===== config.mk =====
export PLATFORM = sky130hd
export DESIGN_NAME = nbu_uart
export DESIGN_NICKNAME = d
export VERILOG_FILES = /design/src/nbu_pkg.sv /design/src/nbu_port_if.sv /design/src/nbu_uart_tx.sv /design/src/nbu_uart_rx.sv /design/src/nbu_uart.sv
export VERILOG_INCLUDE_DIRS = /design/src
export SDC_FILE = /design/constraint.sdc
export NUM_CORES = 1
export LEC_CHECK = 0
export BUFFER_PORTS_ARGS = -buffer_cell sky130_fd_sc_hd__buf_2
export CAP_MARGIN = 25
export CORE_MARGIN = 2
export CORE_UTILIZATION = 59
export CTS_CLUSTER_DIAMETER = 60
export DETAILED_ROUTE_END_ITERATION = 10
export PLACE_DENSITY = 0.92
export REMOVE_ABC_BUFFERS = 1
export SLEW_MARGIN = 25
export SYNTH_ARGS = -nofsm -noshare
export SYNTH_HDL_FRONTEND = slang
export SYNTH_SLANG_ARGS = --single-unit

===== constraint.sdc =====
create_clock -name pclk -period 4.4 [get_ports pclk]
set_input_delay 0.44 -clock pclk [delete_from_list [all_inputs] [get_ports pclk]]
set_output_delay 0.44 -clock pclk [all_outputs]
set_load 0.05 [all_outputs]

===== src/nbu_uart_regs.svh =====
`ifndef NBU_UART_REGS_SVH
`define NBU_UART_REGS_SVH
`define NBU_ADDR_W 8
`define NBU_CTRL_OFS 8'h98
`define NBU_BUF_OFS 8'h9C
`define NBU_CFG_OFS 8'hA0
`define NBU_CFG_RST 4'h0
`define NBU_B_TOP 7
`define NBU_B_MLO 6
`define NBU_B_MP 5
`define NBU_B_REN 4
`define NBU_B_TB8 3
`define NBU_B_RB8 2
`define NBU_B_TI 1
`define NBU_B_RI 0
`define NBU_C_FSEL 0
`define NBU_C_BDBL 1
`define NBU_C_TXT2 2
`define NBU_C_RXT2 3
`define NBU_DIV_LAST 4'hF
`define NBU_DIV_HALF 3
`define NBU_SMP_A 4'h7
`define NBU_SMP_B 4'h8
`define NBU_SMP_C 4'h9
`define NBU_RX_ONES 10'h3FF
`define NBU_LAST_9B 4'hA
`define NBU_LAST_8B 4'h9
`define NBU_LAST_SH 4'h8
`endif


===== src/nbu_pkg.sv =====
package nbu_pkg;
  typedef enum logic [1:0] {
    NBU_SHIFT = 2'b00,
    NBU_UART8 = 2'b01,
    NBU_UART9F = 2'b10,
    NBU_UART9V = 2'b11
  } nbu_mode_t;
  typedef enum logic [1:0] {
    NBU_RX_IDLE = 2'b00,
    NBU_RX_DATA = 2'b01,
    NBU_RX_STOP = 2'b10
  } nbu_rx_state_t;
endpackage : nbu_pkg


===== src/nbu_port_if.sv =====
`timescale 1ns/100ps
interface nbu_port_if;
  import nbu_pkg::*;
  nbu_mode_t mode;
  logic tx_tick;
  logic rx_tick;
  logic tx_load;
  logic [8:0] tx_word;
  logic rx_enable;
  logic mp;
  logic rx_flag;
  logic rx_line;
  logic txd;
  logic sclk;
  logic tx_busy;
  logic tx_pend;
  logic tx_roll;
  logic tx_done_set;
  logic rx_load;
  logic [7:0] rx_data;
  logic rx_ninth;
  logic fe_set;
  modport core (
    output mode, tx_tick, rx_tick, tx_load, tx_word, rx_enable, mp, rx_flag, rx_line,
    input txd, sclk, tx_busy, tx_pend, tx_roll, tx_done_set, rx_load, rx_data, rx_ninth,
    fe_set
  );
  modport tx (
    input mode, tx_tick, tx_load, tx_word, mp,
    output txd, sclk, tx_busy, tx_pend, tx_roll, tx_done_set
  );
  modport rx (
    input mode, rx_tick, rx_enable, mp, rx_flag, rx_line,
    output rx_load, rx_data, rx_ninth, fe_set
  );
endinterface : nbu_port_if


===== src/nbu_uart_tx.sv =====
`timescale 1ns/100ps
`include "nbu_uart_regs.svh"
module nbu_uart_tx
  import nbu_pkg::*;
(
  input wire logic pclk,
  input wire logic presetn,
  nbu_port_if.tx port
);
  logic [3:0] div_reg;
  logic [10:0] frame_reg;
  logic [3:0] cnt_reg;
  logic [3:0] last_idx;
  logic pend_reg;
  logic busy_reg;
  logic txd_reg;
  logic sclk_reg;
  logic done_reg;
  logic roll;

  assign roll = port.tx_tick && (div_reg == `NBU_DIV_LAST);
  assign last_idx = (port.mode == NBU_SHIFT) ? `NBU_LAST_SH :
    ((port.mode == NBU_UART8) ? `NBU_LAST_8B : `NBU_LAST_9B);

  always_ff @(posedge pclk or negedge presetn)
  begin
    if (!presetn)
      div_reg <= 4'h0;
    else if (port.tx_tick)
      div_reg <= div_reg + 4'h1;
  end

  // Bit times follow the free-running divider, not the buffer write
  always_ff @(posedge pclk or negedge presetn)
  begin
    if (!presetn)
    begin
      pend_reg <= 1'h0;
      busy_reg <= 1'h0;
      frame_reg <= 11'h7FF;
      cnt_reg <= 4'h0;
      txd_reg <= 1'h1;
      done_reg <= 1'h0;
    end
    else
    begin
      done_reg <= 1'h0;
      if (port.tx_load && !pend_reg && !busy_reg)
      begin
        pend_reg <= 1'h1;
        if (port.mode == NBU_SHIFT)
          frame_reg <= {3'h7, port.tx_word[7:0]};
        else if (port.mode == NBU_UART8)
          frame_reg <= {2'h3, port.tx_word[7:0], 1'h0};
        else
          frame_reg <= {1'h1, port.tx_word, 1'h0}; // see
      end
      else if (roll && pend_reg)
      begin
        pend_reg <= 1'h0;
        busy_reg <= 1'h1;
        cnt_reg <= 4'h0;
        txd_reg <= frame_reg[0];
        frame_reg <= {1'h1, frame_reg[10:1]};
      end
      else if (roll && busy_reg)
      begin
        txd_reg <= frame_reg[0];
        frame_reg <= {1'h1, frame_reg[10:1]};
        cnt_reg <= cnt_reg + 4'h1;
        if (cnt_reg + 4'h1 == last_idx)
        begin
          busy_reg <= 1'h0;
          done_reg <= 1'h1;
        end
      end
    end
  end

  always_ff @(posedge pclk or negedge presetn)
  begin
    if (!presetn)
      sclk_reg <= 1'h1;
    else if (busy_reg && port.mode == NBU_SHIFT && !div_reg[`NBU_DIV_HALF])
      sclk_reg <= port.mp;
    else
      sclk_reg <= !port.mp;
  end

  assign port.txd = txd_reg;
  assign port.sclk = sclk_reg;
  assign port.tx_busy = busy_reg;
  assign port.tx_pend = pend_reg;
  assign port.tx_roll = roll;
  assign port.tx_done_set = done_reg;
endmodule : nbu_uart_tx


===== src/nbu_uart_rx.sv =====
`timescale 1ns/100ps
`include "nbu_uart_regs.svh"
module nbu_uart_rx
  import nbu_pkg::*;
(
  input wire logic pclk,
  input wire logic presetn,
  nbu_port_if.rx port
);
  nbu_rx_state_t state_reg;
  logic [3:0] div_reg;
  logic [1:0] smp_reg;
  logic prev_reg;
  logic [9:0] shift_reg;
  logic load_reg;
  logic ninth_reg;
  logic fe_reg;
  logic [7:0] data_reg;
  logic maj;
  logic [9:0] shift_next;
  logic at_pt;
  logic edge_seen;

  assign maj = (smp_reg[0] & smp_reg[1]) | (smp_reg[0] & port.rx_line) |
    (smp_reg[1] & port.rx_line);
  assign shift_next = {maj, shift_reg[9:1]};
  assign at_pt = port.rx_tick && (div_reg == `NBU_SMP_C);
  assign edge_seen = port.rx_tick && prev_reg && !port.rx_line;

  always_ff @(posedge pclk or negedge presetn)
  begin
    if (!presetn)
      div_reg <= 4'h0;
    else if (state_reg == NBU_RX_IDLE && edge_seen)
      div_reg <= 4'h0;
    else if (port.rx_tick)
      div_reg <= div_reg + 4'h1;
  end

  always_ff @(posedge pclk or negedge presetn)
  begin
    if (!presetn)
      smp_reg <= 2'h3;
    else if (port.rx_tick && div_reg == `NBU_SMP_A)
      smp_reg[0] <= port.rx_line;
    else if (port.rx_tick && div_reg == `NBU_SMP_B)
      smp_reg[1] <= port.rx_line;
  end

  // Leaving a frame clears prev_reg so a low stop level cannot retrigger
  always_ff @(posedge pclk or negedge presetn)
  begin
    if (!presetn)
    begin
      state_reg <= NBU_RX_IDLE;
      prev_reg <= 1'h0;
      shift_reg <= `NBU_RX_ONES;
      load_reg <= 1'h0;
      fe_reg <= 1'h0;
      ninth_reg <= 1'h0;
      data_reg <= 8'h00;
    end
    else
    begin
      load_reg <= 1'h0;
      fe_reg <= 1'h0;
      case (state_reg)
        NBU_RX_IDLE:
        begin
          if (port.rx_tick)
            prev_reg <= port.rx_line;
          if (port.rx_enable && port.mode != NBU_SHIFT && edge_seen)
          begin
            shift_reg <= `NBU_RX_ONES;
            state_reg <= NBU_RX_DATA;
          end
        end
        NBU_RX_DATA:
        begin
          if (!port.rx_enable)
          begin
            state_reg <= NBU_RX_IDLE;
            prev_reg <= 1'h0;
          end
          else if (at_pt && shift_reg == `NBU_RX_ONES && maj)
          begin
            state_reg <= NBU_RX_IDLE;
            prev_reg <= 1'h0;
          end
          else if (at_pt)
          begin
            shift_reg <= shift_next;
            if (!shift_next[0])
            begin
              if (!port.rx_flag && (!port.mp || shift_next[9])) // see
              begin
                load_reg <= 1'h1;
                data_reg <= shift_next[8:1];
                ninth_reg <= shift_next[9];
              end
              if (port.mode == NBU_UART8)
              begin
                fe_reg <= !shift_next[9];
                state_reg <= NBU_RX_IDLE;
                prev_reg <= 1'h0;
              end
              else
                state_reg <= NBU_RX_STOP;
            end
          end
        end
        NBU_RX_STOP:
        begin
          if (!port.rx_enable || at_pt)
          begin
            fe_reg <= port.rx_enable && at_pt && !maj;
            state_reg <= NBU_RX_IDLE;
            prev_reg <= 1'h0;
          end
        end
        default:
          state_reg <= NBU_RX_IDLE;
      endcase
    end
  end

  assign port.rx_load = load_reg;
  assign port.rx_data = data_reg;
  assign port.rx_ninth = ninth_reg;
  assign port.fe_set = fe_reg;
endmodule : nbu_uart_rx


===== src/nbu_uart.sv =====
// What this block does
// Invalid stop bit sets the framing error flag; only software clears it.
// Control bit 7 shows framing error or mode bit, by the field select bit.
// Two mode bits pick shift register, 8-bit, fixed 9-bit or timed 9-bit.
// 8-bit mode with filtering: receive flag only on a valid stop bit.
// Final shift loads only if receive flag clear and filter passes.
// Shift register mode: shift clock idles at the inverse of filter bit.
// Frames are accepted only while receive enable is set.
// 9-bit modes send the programmed ninth transmit bit.
// Shift register mode: ninth transmit bit selects Timer 1 as clock.
// Ninth receive bit holds ninth bit, or stop bit in 8-bit mode.
// 9-bit frame: start zero, 8 data LSB first, ninth, stop one.
// Fixed 9-bit mode runs at osc/16 or osc/32 by baud double bit.
// Timed 9-bit mode takes baud from Timer 1 or Timer 2 per direction.
// Buffer write loads ninth bit; sending starts after next rollover.
// Start bit, data, stop; done flag set at the last rollover.
// Receive line sampled at 16x; falling edge resets divider, presets ones.
// Each bit is the majority of samples at states 7, 8 and 9.
// A start bit not read as zero sends the receiver back to edge search.
// Ten-bit shift register; start at far end triggers the final load.
// Accepted frame fills buffer and ninth bit; edge search resumes after.
// In 9-bit modes the stop bit value never touches buffer, RI or RB8; a low one sets the framing error flag.
// Done flags stay set until cleared and drive the interrupt request.
`timescale 1ns/100ps
`include "nbu_uart_regs.svh"
module nbu_uart
  import nbu_pkg::*;
(
  input wire logic pclk,
  input wire logic presetn,
  input wire logic psel,
  input wire logic penable,
  input wire logic pwrite,
  input wire logic [`NBU_ADDR_W-1:0] paddr,
  input wire logic [31:0] pwdata,
  output logic [31:0] prdata,
  output logic pready,
  output logic pslverr,
  input wire logic rxd,
  input wire logic timer1_ovf,
  input wire logic timer2_ovf,
  output logic txd,
  output logic shift_clk,
  output logic serial_irq
);
  nbu_port_if port ();

  nbu_mode_t mode;
  logic mode_hi_reg;
  logic mode_lo_reg;
  logic mp_reg;
  logic ren_reg;
  logic tb8_reg;
  logic rb8_reg;
  logic ti_reg;
  logic ri_reg;
  logic fe_reg;
  logic [7:0] rbuf_reg;
  logic [3:0] cfg_reg;
  logic half_reg;
  logic rxd_meta_reg;
  logic rxd_sync_reg;
  logic irq_reg;
  logic [31:0] prdata_reg;
  logic pready_reg;
  logic pslverr_reg;
  logic setup;
  logic access;
  logic wr_ctrl;
  logic wr_buf;
  logic wr_cfg;
  logic [31:0] rd_mux;
  logic rd_hit;
  logic [7:0] ctrl_view;
  logic fixed_tick;
  logic fsel;

  assign fsel = cfg_reg[`NBU_C_FSEL];
  assign mode = nbu_mode_t'({mode_hi_reg, mode_lo_reg});
  assign setup = psel && !penable;
  assign access = psel && penable && pready_reg;
  assign wr_ctrl = access && pwrite && (paddr == `NBU_CTRL_OFS);
  assign wr_buf = access && pwrite && (paddr == `NBU_BUF_OFS);
  assign wr_cfg = access && pwrite && (paddr == `NBU_CFG_OFS);
  assign ctrl_view = {fsel ? fe_reg : mode_hi_reg, mode_lo_reg, mp_reg, ren_reg,
    tb8_reg, rb8_reg, ti_reg, ri_reg};

  always_comb
  begin
    rd_mux = 32'h0;
    rd_hit = 1'h1;
    case (paddr)
      `NBU_CTRL_OFS: rd_mux = {24'h0, ctrl_view};
      `NBU_BUF_OFS: rd_mux = {24'h0, rbuf_reg};
      `NBU_CFG_OFS: rd_mux = {28'h0, cfg_reg};
      default: rd_hit = 1'h0;
    endcase
  end

  // Zero wait states: read data is captured in the setup cycle
  always_ff @(posedge pclk or negedge presetn)
  begin
    if (!presetn)
    begin
      prdata_reg <= 32'h0;
      pslverr_reg <= 1'h0;
    end
    else if (setup)
    begin
      prdata_reg <= pwrite ? 32'h0 : rd_mux;
      pslverr_reg <= !rd_hit;
    end
  end

  always_ff @(posedge pclk or negedge presetn)
  begin
    if (!presetn)
      pready_reg <= 1'h0;
    else
      pready_reg <= 1'h1;
  end

  // The receive pin is asynchronous to pclk
  always_ff @(posedge pclk or negedge presetn)
  begin
    if (!presetn)
    begin
      rxd_meta_reg <= 1'h1;
      rxd_sync_reg <= 1'h1;
    end
    else
    begin
      rxd_meta_reg <= rxd;
      rxd_sync_reg <= rxd_meta_reg;
    end
  end

  always_ff @(posedge pclk or negedge presetn)
  begin
    if (!presetn)
    begin
      mode_hi_reg <= 1'h0;
      mode_lo_reg <= 1'h0;
      mp_reg <= 1'h0;
      ren_reg <= 1'h0;
      tb8_reg <= 1'h0;
    end
    else if (wr_ctrl)
    begin
      if (!fsel)
        mode_hi_reg <= pwdata[`NBU_B_TOP];
      mode_lo_reg <= pwdata[`NBU_B_MLO];
      mp_reg <= pwdata[`NBU_B_MP];
      ren_reg <= pwdata[`NBU_B_REN];
      tb8_reg <= pwdata[`NBU_B_TB8];
    end
  end

  // Hardware set wins over a software write in the same cycle
  always_ff @(posedge pclk or negedge presetn)
  begin
    if (!presetn)
      fe_reg <= 1'h0;
    else
      fe_reg <= port.fe_set | ((wr_ctrl && fsel) ? pwdata[`NBU_B_TOP] : fe_reg);
  end

  always_ff @(posedge pclk or negedge presetn)
  begin
    if (!presetn)
    begin
      ti_reg <= 1'h0;
      ri_reg <= 1'h0;
    end
    else
    begin
      ti_reg <= port.tx_done_set | (wr_ctrl ? pwdata[`NBU_B_TI] : ti_reg);
      ri_reg <= port.rx_load | (wr_ctrl ? pwdata[`NBU_B_RI] : ri_reg);
    end
  end

  always_ff @(posedge pclk or negedge presetn)
  begin
    if (!presetn)
    begin
      rb8_reg <= 1'h0;
      rbuf_reg <= 8'h00;
    end
    else if (port.rx_load)
    begin
      rb8_reg <= port.rx_ninth;
      rbuf_reg <= port.rx_data;
    end
    else if (wr_ctrl)
      rb8_reg <= pwdata[`NBU_B_RB8];
  end

  always_ff @(posedge pclk or negedge presetn)
  begin
    if (!presetn)
      cfg_reg <= `NBU_CFG_RST;
    else if (wr_cfg)
      cfg_reg <= pwdata[3:0];
  end

  always_ff @(posedge pclk or negedge presetn)
  begin
    if (!presetn)
      half_reg <= 1'h0;
    else
      half_reg <= !half_reg;
  end

  always_ff @(posedge pclk or negedge presetn)
  begin
    if (!presetn)
      irq_reg <= 1'h0;
    else
      irq_reg <= ti_reg | ri_reg;
  end

  // 16x ticks: every cycle gives osc/16 baud, every other cycle osc/32
  assign fixed_tick = cfg_reg[`NBU_C_BDBL] ? 1'h1 : half_reg;

  always_comb
  begin
    case (mode)
      NBU_SHIFT:
      begin
        port.tx_tick = tb8_reg ? timer1_ovf : 1'h1;
        port.rx_tick = 1'h0;
      end
      NBU_UART9F:
      begin
        port.tx_tick = fixed_tick;
        port.rx_tick = fixed_tick;
      end
      default:
      begin
        port.tx_tick = cfg_reg[`NBU_C_TXT2] ? timer2_ovf : timer1_ovf;
        port.rx_tick = cfg_reg[`NBU_C_RXT2] ? timer2_ovf : timer1_ovf;
      end
    endcase
  end

  assign port.mode = mode;
  assign port.tx_load = wr_buf;
  assign port.tx_word = {tb8_reg, pwdata[7:0]};
  assign port.rx_enable = ren_reg;
  assign port.mp = mp_reg;
  assign port.rx_flag = ri_reg;
  assign port.rx_line = rxd_sync_reg;

  nbu_uart_tx u_tx (
    .pclk(pclk),
    .presetn(presetn),
    .port(port)
  );

  nbu_uart_rx u_rx (
    .pclk(pclk),
    .presetn(presetn),
    .port(port)
  );

  assign prdata = prdata_reg;
  assign pready = pready_reg;
  assign pslverr = pslverr_reg;
  assign txd = port.txd;
  assign shift_clk = port.sclk;
  assign serial_irq = irq_reg;
endmodule : nbu_uart


After elaboration in Yosys (flattened, before gate mapping)
Cells that the tools add are included.
{"block": "word_totals", "ff_bits": 113, "in_bits": 48, "out_inout_bits": 37, "word_cells": 208}
{"block": "classes", "n_addsub": 3, "n_eq_ne": 22, "n_mux": 72, "bitwise": 14, "n_reduce_logical": 61}
{"operator": "10-bit 2-to-1 mux", "count": 5}
{"operator": "11-bit 2-to-1 mux", "count": 4}
{"operator": "1-bit 2-to-1 mux", "count": 42}
{"operator": "32-bit 2-to-1 mux", "count": 1}
{"operator": "1-bit logical AND", "count": 28}
{"operator": "8-bit == test (second input constant)", "count": 3}
{"operator": "8-bit one-hot mux with 3 select lines", "count": 1}
{"operator": "4-bit 2-to-1 mux", "count": 5}
{"operator": "10-bit one-hot mux with 2 select lines", "count": 1}
{"operator": "2-bit 2-to-1 mux", "count": 8}
{"operator": "2-bit nonzero test", "count": 7}
{"operator": "4-bit by 1-bit adder with 4-bit output (second input constant)", "count": 3}
{"operator": "4-bit == test (second input constant)", "count": 3}
{"operator": "6-bit AND reduction", "count": 2}
{"operator": "1-bit zero test", "count": 11}
{"operator": "10-bit == test (second input constant)", "count": 1}
{"operator": "4-bit by 2-bit != test with 1-bit output (second input constant)", "count": 2}
{"operator": "2-bit by 1-bit != test with 1-bit output (second input constant)", "count": 3}
{"operator": "2-bit != test (second input constant)", "count": 3}
{"operator": "1-bit bitwise OR", "count": 6}
{"operator": "1-bit one-hot mux with 2 select lines", "count": 3}
{"operator": "2-bit one-hot mux with 3 select lines", "count": 1}
{"operator": "2-bit AND reduction", "count": 3}
{"operator": "3-bit nonzero test", "count": 2}
{"operator": "14 further kinds", "count": 24}

Logic depth before layout (Yosys ltp)
{"block": "logic_depth", "ltp_word": 11, "mapped_depth": 8, "depth_no_buf": 7}

Modules after synthesis
Synthesis repeated with hierarchy kept, for this count alone.
{"block": "hier_totals", "hier_cells": 400, "hier_area_um2": 4475.5}
{"mod": "nbu_uart", "instances": 1, "cells_each": 151, "area_per_inst_um2": 1737.9, "seq_area_each_um2": 878.3}
{"mod": "nbu_uart_rx", "instances": 1, "cells_each": 146, "area_per_inst_um2": 1526.5, "seq_area_each_um2": 765.7}
{"mod": "nbu_uart_tx", "instances": 1, "cells_each": 103, "area_per_inst_um2": 1211.2, "seq_area_each_um2": 590.6}

Worst setup path after synthesis
No wires, ideal clock.
{"block": "synth_timing", "kind": "register to register", "start": "register u_rx.state_reg[1]", "end": "register u_rx.data_reg[0] (netlist: u_rx.port.rx_data[0])", "setup_ns": 0.125, "t_arrival_ns": 2.255, "t_required_ns": 4.275, "setup_slack_ns": 2.021, "stages_incl_launch_ff": 8, "n_path_buf": 0, "period_less_slack_ns": 2.379, "cell_sequence": "dfrtp_1 inv_1 ha_1 nand2_1 a41o_1 or3_4 a2111oi_4 mux2_2"}
{"block": "synth_via", "elab_chain_cells": 2}
{"element": "start, declared", "line_no": "nbu_uart_rx.sv:10", "text": "nbu_rx_state_t state_reg;"}
{"element": "start signal, assigned", "line_no": "nbu_uart_rx.sv:55", "text": "state_reg <= NBU_RX_IDLE;"}
{"element": "start signal, assigned", "line_no": "nbu_uart_rx.sv:75", "text": "state_reg <= NBU_RX_DATA;"}
{"element": "start signal, assigned", "line_no": "nbu_uart_rx.sv:82", "text": "state_reg <= NBU_RX_IDLE;"}
{"element": "2-bit by 1-bit == test with 1-bit output", "line_no": "nbu_uart_rx.sv:67", "text": "case (state_reg)"}
{"element": "6-bit AND reduction (no line)"}
{"element": "end signal, assigned", "line_no": "nbu_uart_rx.sv:98", "text": "data_reg <= shift_next[8:1];"}
{"element": "end, declared", "line_no": "nbu_uart_rx.sv:18", "text": "logic [7:0] data_reg;"}
No other way between the ends.
A chain may end at the register's enable or synchronous reset.

Worst setup path in the final report
{"block": "layout_timing", "start": "register mode_lo_reg", "end": "register u_rx.data_reg[5] (netlist: u_rx.port.rx_data[5])"}
{"block": "layout_via", "elab_chain_cells": 7, "word_cells_on_any_way": 8, "cone_classes": "1 x eq/ne; 1 x mux; 1 x bitwise; 5 x reduce/logical"}
{"element": "start, declared", "line_no": "nbu_uart.sv:50", "text": "logic mode_lo_reg;"}
{"element": "start signal, assigned", "line_no": "nbu_uart.sv:152", "text": "mode_lo_reg <= pwdata[`NBU_B_MLO];"}
{"element": "2-bit == test or 2-bit zero test (tied branches)", "line_no": "nbu_uart.sv:227", "text": "case (mode)"}
{"element": "1-bit one-hot mux with 2 select lines *", "line_no": "nbu_uart.sv:227"}
{"element": "1-bit logical AND *", "line_no": "nbu_uart_rx.sv:27", "text": "assign at_pt = port.rx_tick && (div_reg == `NBU_SMP_C);"}
{"element": "1-bit logical AND (no line)"}
{"element": "1-bit logical AND", "line_no": "nbu_uart_rx.sv:85", "text": "else if (at_pt && shift_reg == `NBU_RX_ONES && maj)"}
{"element": "1-bit inverter (no line)"}
{"element": "6-bit AND reduction (no line) *"}
Every way passes the cells marked *; elsewhere a longest branch is shown, timed or not.

==> results.sh <==
export IMPL_status="completed"
export IMPL_mostFrequentLayoutCell="dfrtp_1"
export IMPL_ys_warn_count=0
export IMPL_place_area_sq_um=4500
export IMPL_crit_fanout=13
export IMPL_synth_area_leaders="dfrtp_1 36%, dfstp_2 16%, mux2_2 8.3%"
export IMPL_tns_ps=0
export IMPL_dpl_worst_slack_ps=1600
export IMPL_relSlewSlack=0.448
export IMPL_utilization=0.656
export IMPL_final_cell_mix="62 x dfrtp_1, 39 x nand2_1, 35 x buf_2"
export IMPL_die_x_um=89.7
export IMPL_grt_first_pass_wirelength_um=14000
export IMPL_drc=0
export IMPL_cts_buffers=9
export IMPL_drt_iter0_markers=217
export IMPL_pin_count=85
export IMPL_seq_area_frac_synth=0.516
export IMPL_globalRouteTotalUtil=0.232
export IMPL_start_util=0.604
export IMPL_synth_cells=387
export IMPL_fin_area_sq_um=4710
export IMPL_post_cts_buffers=0
export IMPL_antenna_found_initial=0
export IMPL_switching_share=0.287
export IMPL_dpl_hpwl_um=6110
export IMPL_diodes=0
export IMPL_die_area_sq_um=8040
export IMPL_ctsHoldBuffers=0
export IMPL_cp_common_cell="mux2_2"
export IMPL_maxSlewViolCount=0
export IMPL_vias=3052
export IMPL_start_kind="flip-flop"
export IMPL_post_route_period_util=0.630
export IMPL_powerDensity_nw_per_um2=393
export IMPL_synth_cell_types=57
export IMPL_cts_max_path_buffers=2
export IMPL_ant_nets=0
export IMPL_die_height_um=89.7
export IMPL_rsz0062_at_grt="no"
export IMPL_htree_num_levels=3
export IMPL_fin_ws_ps=1630
export IMPL_slowest_delay_ps=710
export IMPL_viasPerCell=5.82
export IMPL_clkLatencyLatePin_ps=360
export IMPL_core_area_sq_um=7180
export IMPL_clkSinkCount=88
export IMPL_drt_total_wl_um=8660
export IMPL_syn2layout_area_growth_pct=8.67
export IMPL_hold_violations=0
export IMPL_cp_slowest_cell="a2111oi_4"
export IMPL_power_switching_uw=531
export IMPL_internal_power_mw=1.32
export IMPL_std_cell_rows=31
export IMPL_grt_pass1_vias=2975
export IMPL_port_buffer_count=36
export IMPL_required_ps=4640
export IMPL_fin_nets=477
export IMPL_drtPass1Iterations=4
export IMPL_peakVddDrop_mv=0.276
export IMPL_grt_max_degree=89
export IMPL_path_cells="mux2_2, or3_4, a2111oi_4, mux2_2"
export IMPL_holdWs_ps=138
export IMPL_ys_seq_elements=88
export IMPL_yosysTopAreaCell="dfrtp_1"
export IMPL_cts_tree="built"
export IMPL_finClkSkew_ps=11.0
export IMPL_layout_drive_gt1_share=0.278
export IMPL_syn_area_sq_um=4330
export IMPL_worst_pin_slew_ps=824
export IMPL_place_gp_congestion=0.855
export IMPL_fin_crit_ps=2770
export IMPL_globalRouteOverflowTotal=0
export IMPL_p_seq_frac=0.537
export IMPL_ctsResizeCount=0
export IMPL_setup_viol=0
export IMPL_crit_type="reg2reg"
export IMPL_synth_top_cell_area_share=0.358
export IMPL_root_buffer="clkbuf_8"
export IMPL_arrival_ps=3020
export IMPL_synth_edff_count=0
export IMPL_p_clk_frac=0.299
export IMPL_avgSynthCellArea_sq_um=11.2
export IMPL_hold_path_class="in2async"
export IMPL_power_leakage_nw=2.13
export IMPL_synth_flop_cell="dfrtp_1"
export IMPL_fmax_ghz=0.361
export IMPL_pwr_share_comb=0.164
export IMPL_drv_cap=0
export IMPL_fillers=527
export IMPL_cp_end_kind="flip-flop"
export IMPL_clk_pin_slew_ps=80
export IMPL_avgRoutedWirePerCell_um=16.5
export IMPL_async_reset_ff_frac=1.00
power by group through the flow:
stage	combinational (mW)	clock [mW]	sequential, mW
global placement	0.288	0	1.00
floorplan	0.225	0	0.991
finish	0.303	0.553	0.992
CTS	0.305	0.568	0.993
detailed placement	0.303	0	1.01
global route	0.338	0.602	1.00
logic make-up (layout without fill, tap and decap cells):
kind of cell               Yosys count  in the layout  share of synthesized area
and+or+nand+nor                    112            112                      0.132
DFF                                 88             88                      0.516
AOI/OAI and AO/OA                   75             75                      0.129
muxes                               48             48                      0.120
buffers and inverters               46             61                     0.0607
adders and majority gates           10             10                     0.0286
xor gates and xnor gates             6              6                     0.0121
other                                2             25                    0.00173
worst max-delay path, delay by kind of cell, from the launching register on:
family / cells / cell delay, ps
AND/OR/NAND/NOR: 1 / 420
multiplexers: 2 / 910
AO/OA/AOI/OAI: 1 / 710
flip-flops: 1 / 610
cell type report:
type,instances,area (sq um),share of cell area
clock inverters,5,56.3,0.0120
repair buffers,36,186,0.0396
multi-input cells,276,1930,0.410
inverters,9,33.8,0.00718
well taps,99,124,0.0263
flip-flops and latches,88,2230,0.475
clock buffers,11,141,0.0300
metal layers:
metal  routed length [um]  track usage  up-vias
met3                  317       0.0658       20
li1                     -            -     1409
met1                 3550        0.277     1544
met5                    0            0        -
met2                 4560        0.395       79
met4                  222       0.0936        0
cells in the mapped netlist, drive strengths merged, types with 6 or more instances:
library cell  number
dfrtp             62
nand2             39
mux2              32
dfstp             26
buf               24
nor2              17
o21ai             17
mux2i             16
clkbuf            13
nand3             13
o22a              10
a21oi              9
ha                 9
inv                9
nand2b             7
o211ai             6
per-stage QoR:
| stage | cells | power (mW) |
|---|---|---|
| after floorplan | 373 | 1.22 |
| final | 524 | 1.85 |
| after global placement | 508 | 1.29 |
| after global routing | 524 | 1.94 |
| after CTS | 524 | 1.87 |
| after detailed placement | 508 | 1.31 |
final timing paths:
check | from | end | slack, ps | cells after the start
min in group pclk | rxd | rxd_meta_reg | 180 | 1
hold reg to reg | rxd_meta_reg | port.rx_line | 370 | 0
setup reg to reg | mode_lo_reg | u_rx.port.rx_data[5] | 1630 | 4
hold / removal | presetn | u_rx.state_reg[0] | 140 | 1
setup / recovery | mode_lo_reg | u_rx.port.rx_data[5] | 1630 | 4
max in group asynchronous | presetn | u_rx.div_reg[3] | 3760 | 1
No activity file was read; power rests on OpenSTA's default activity.
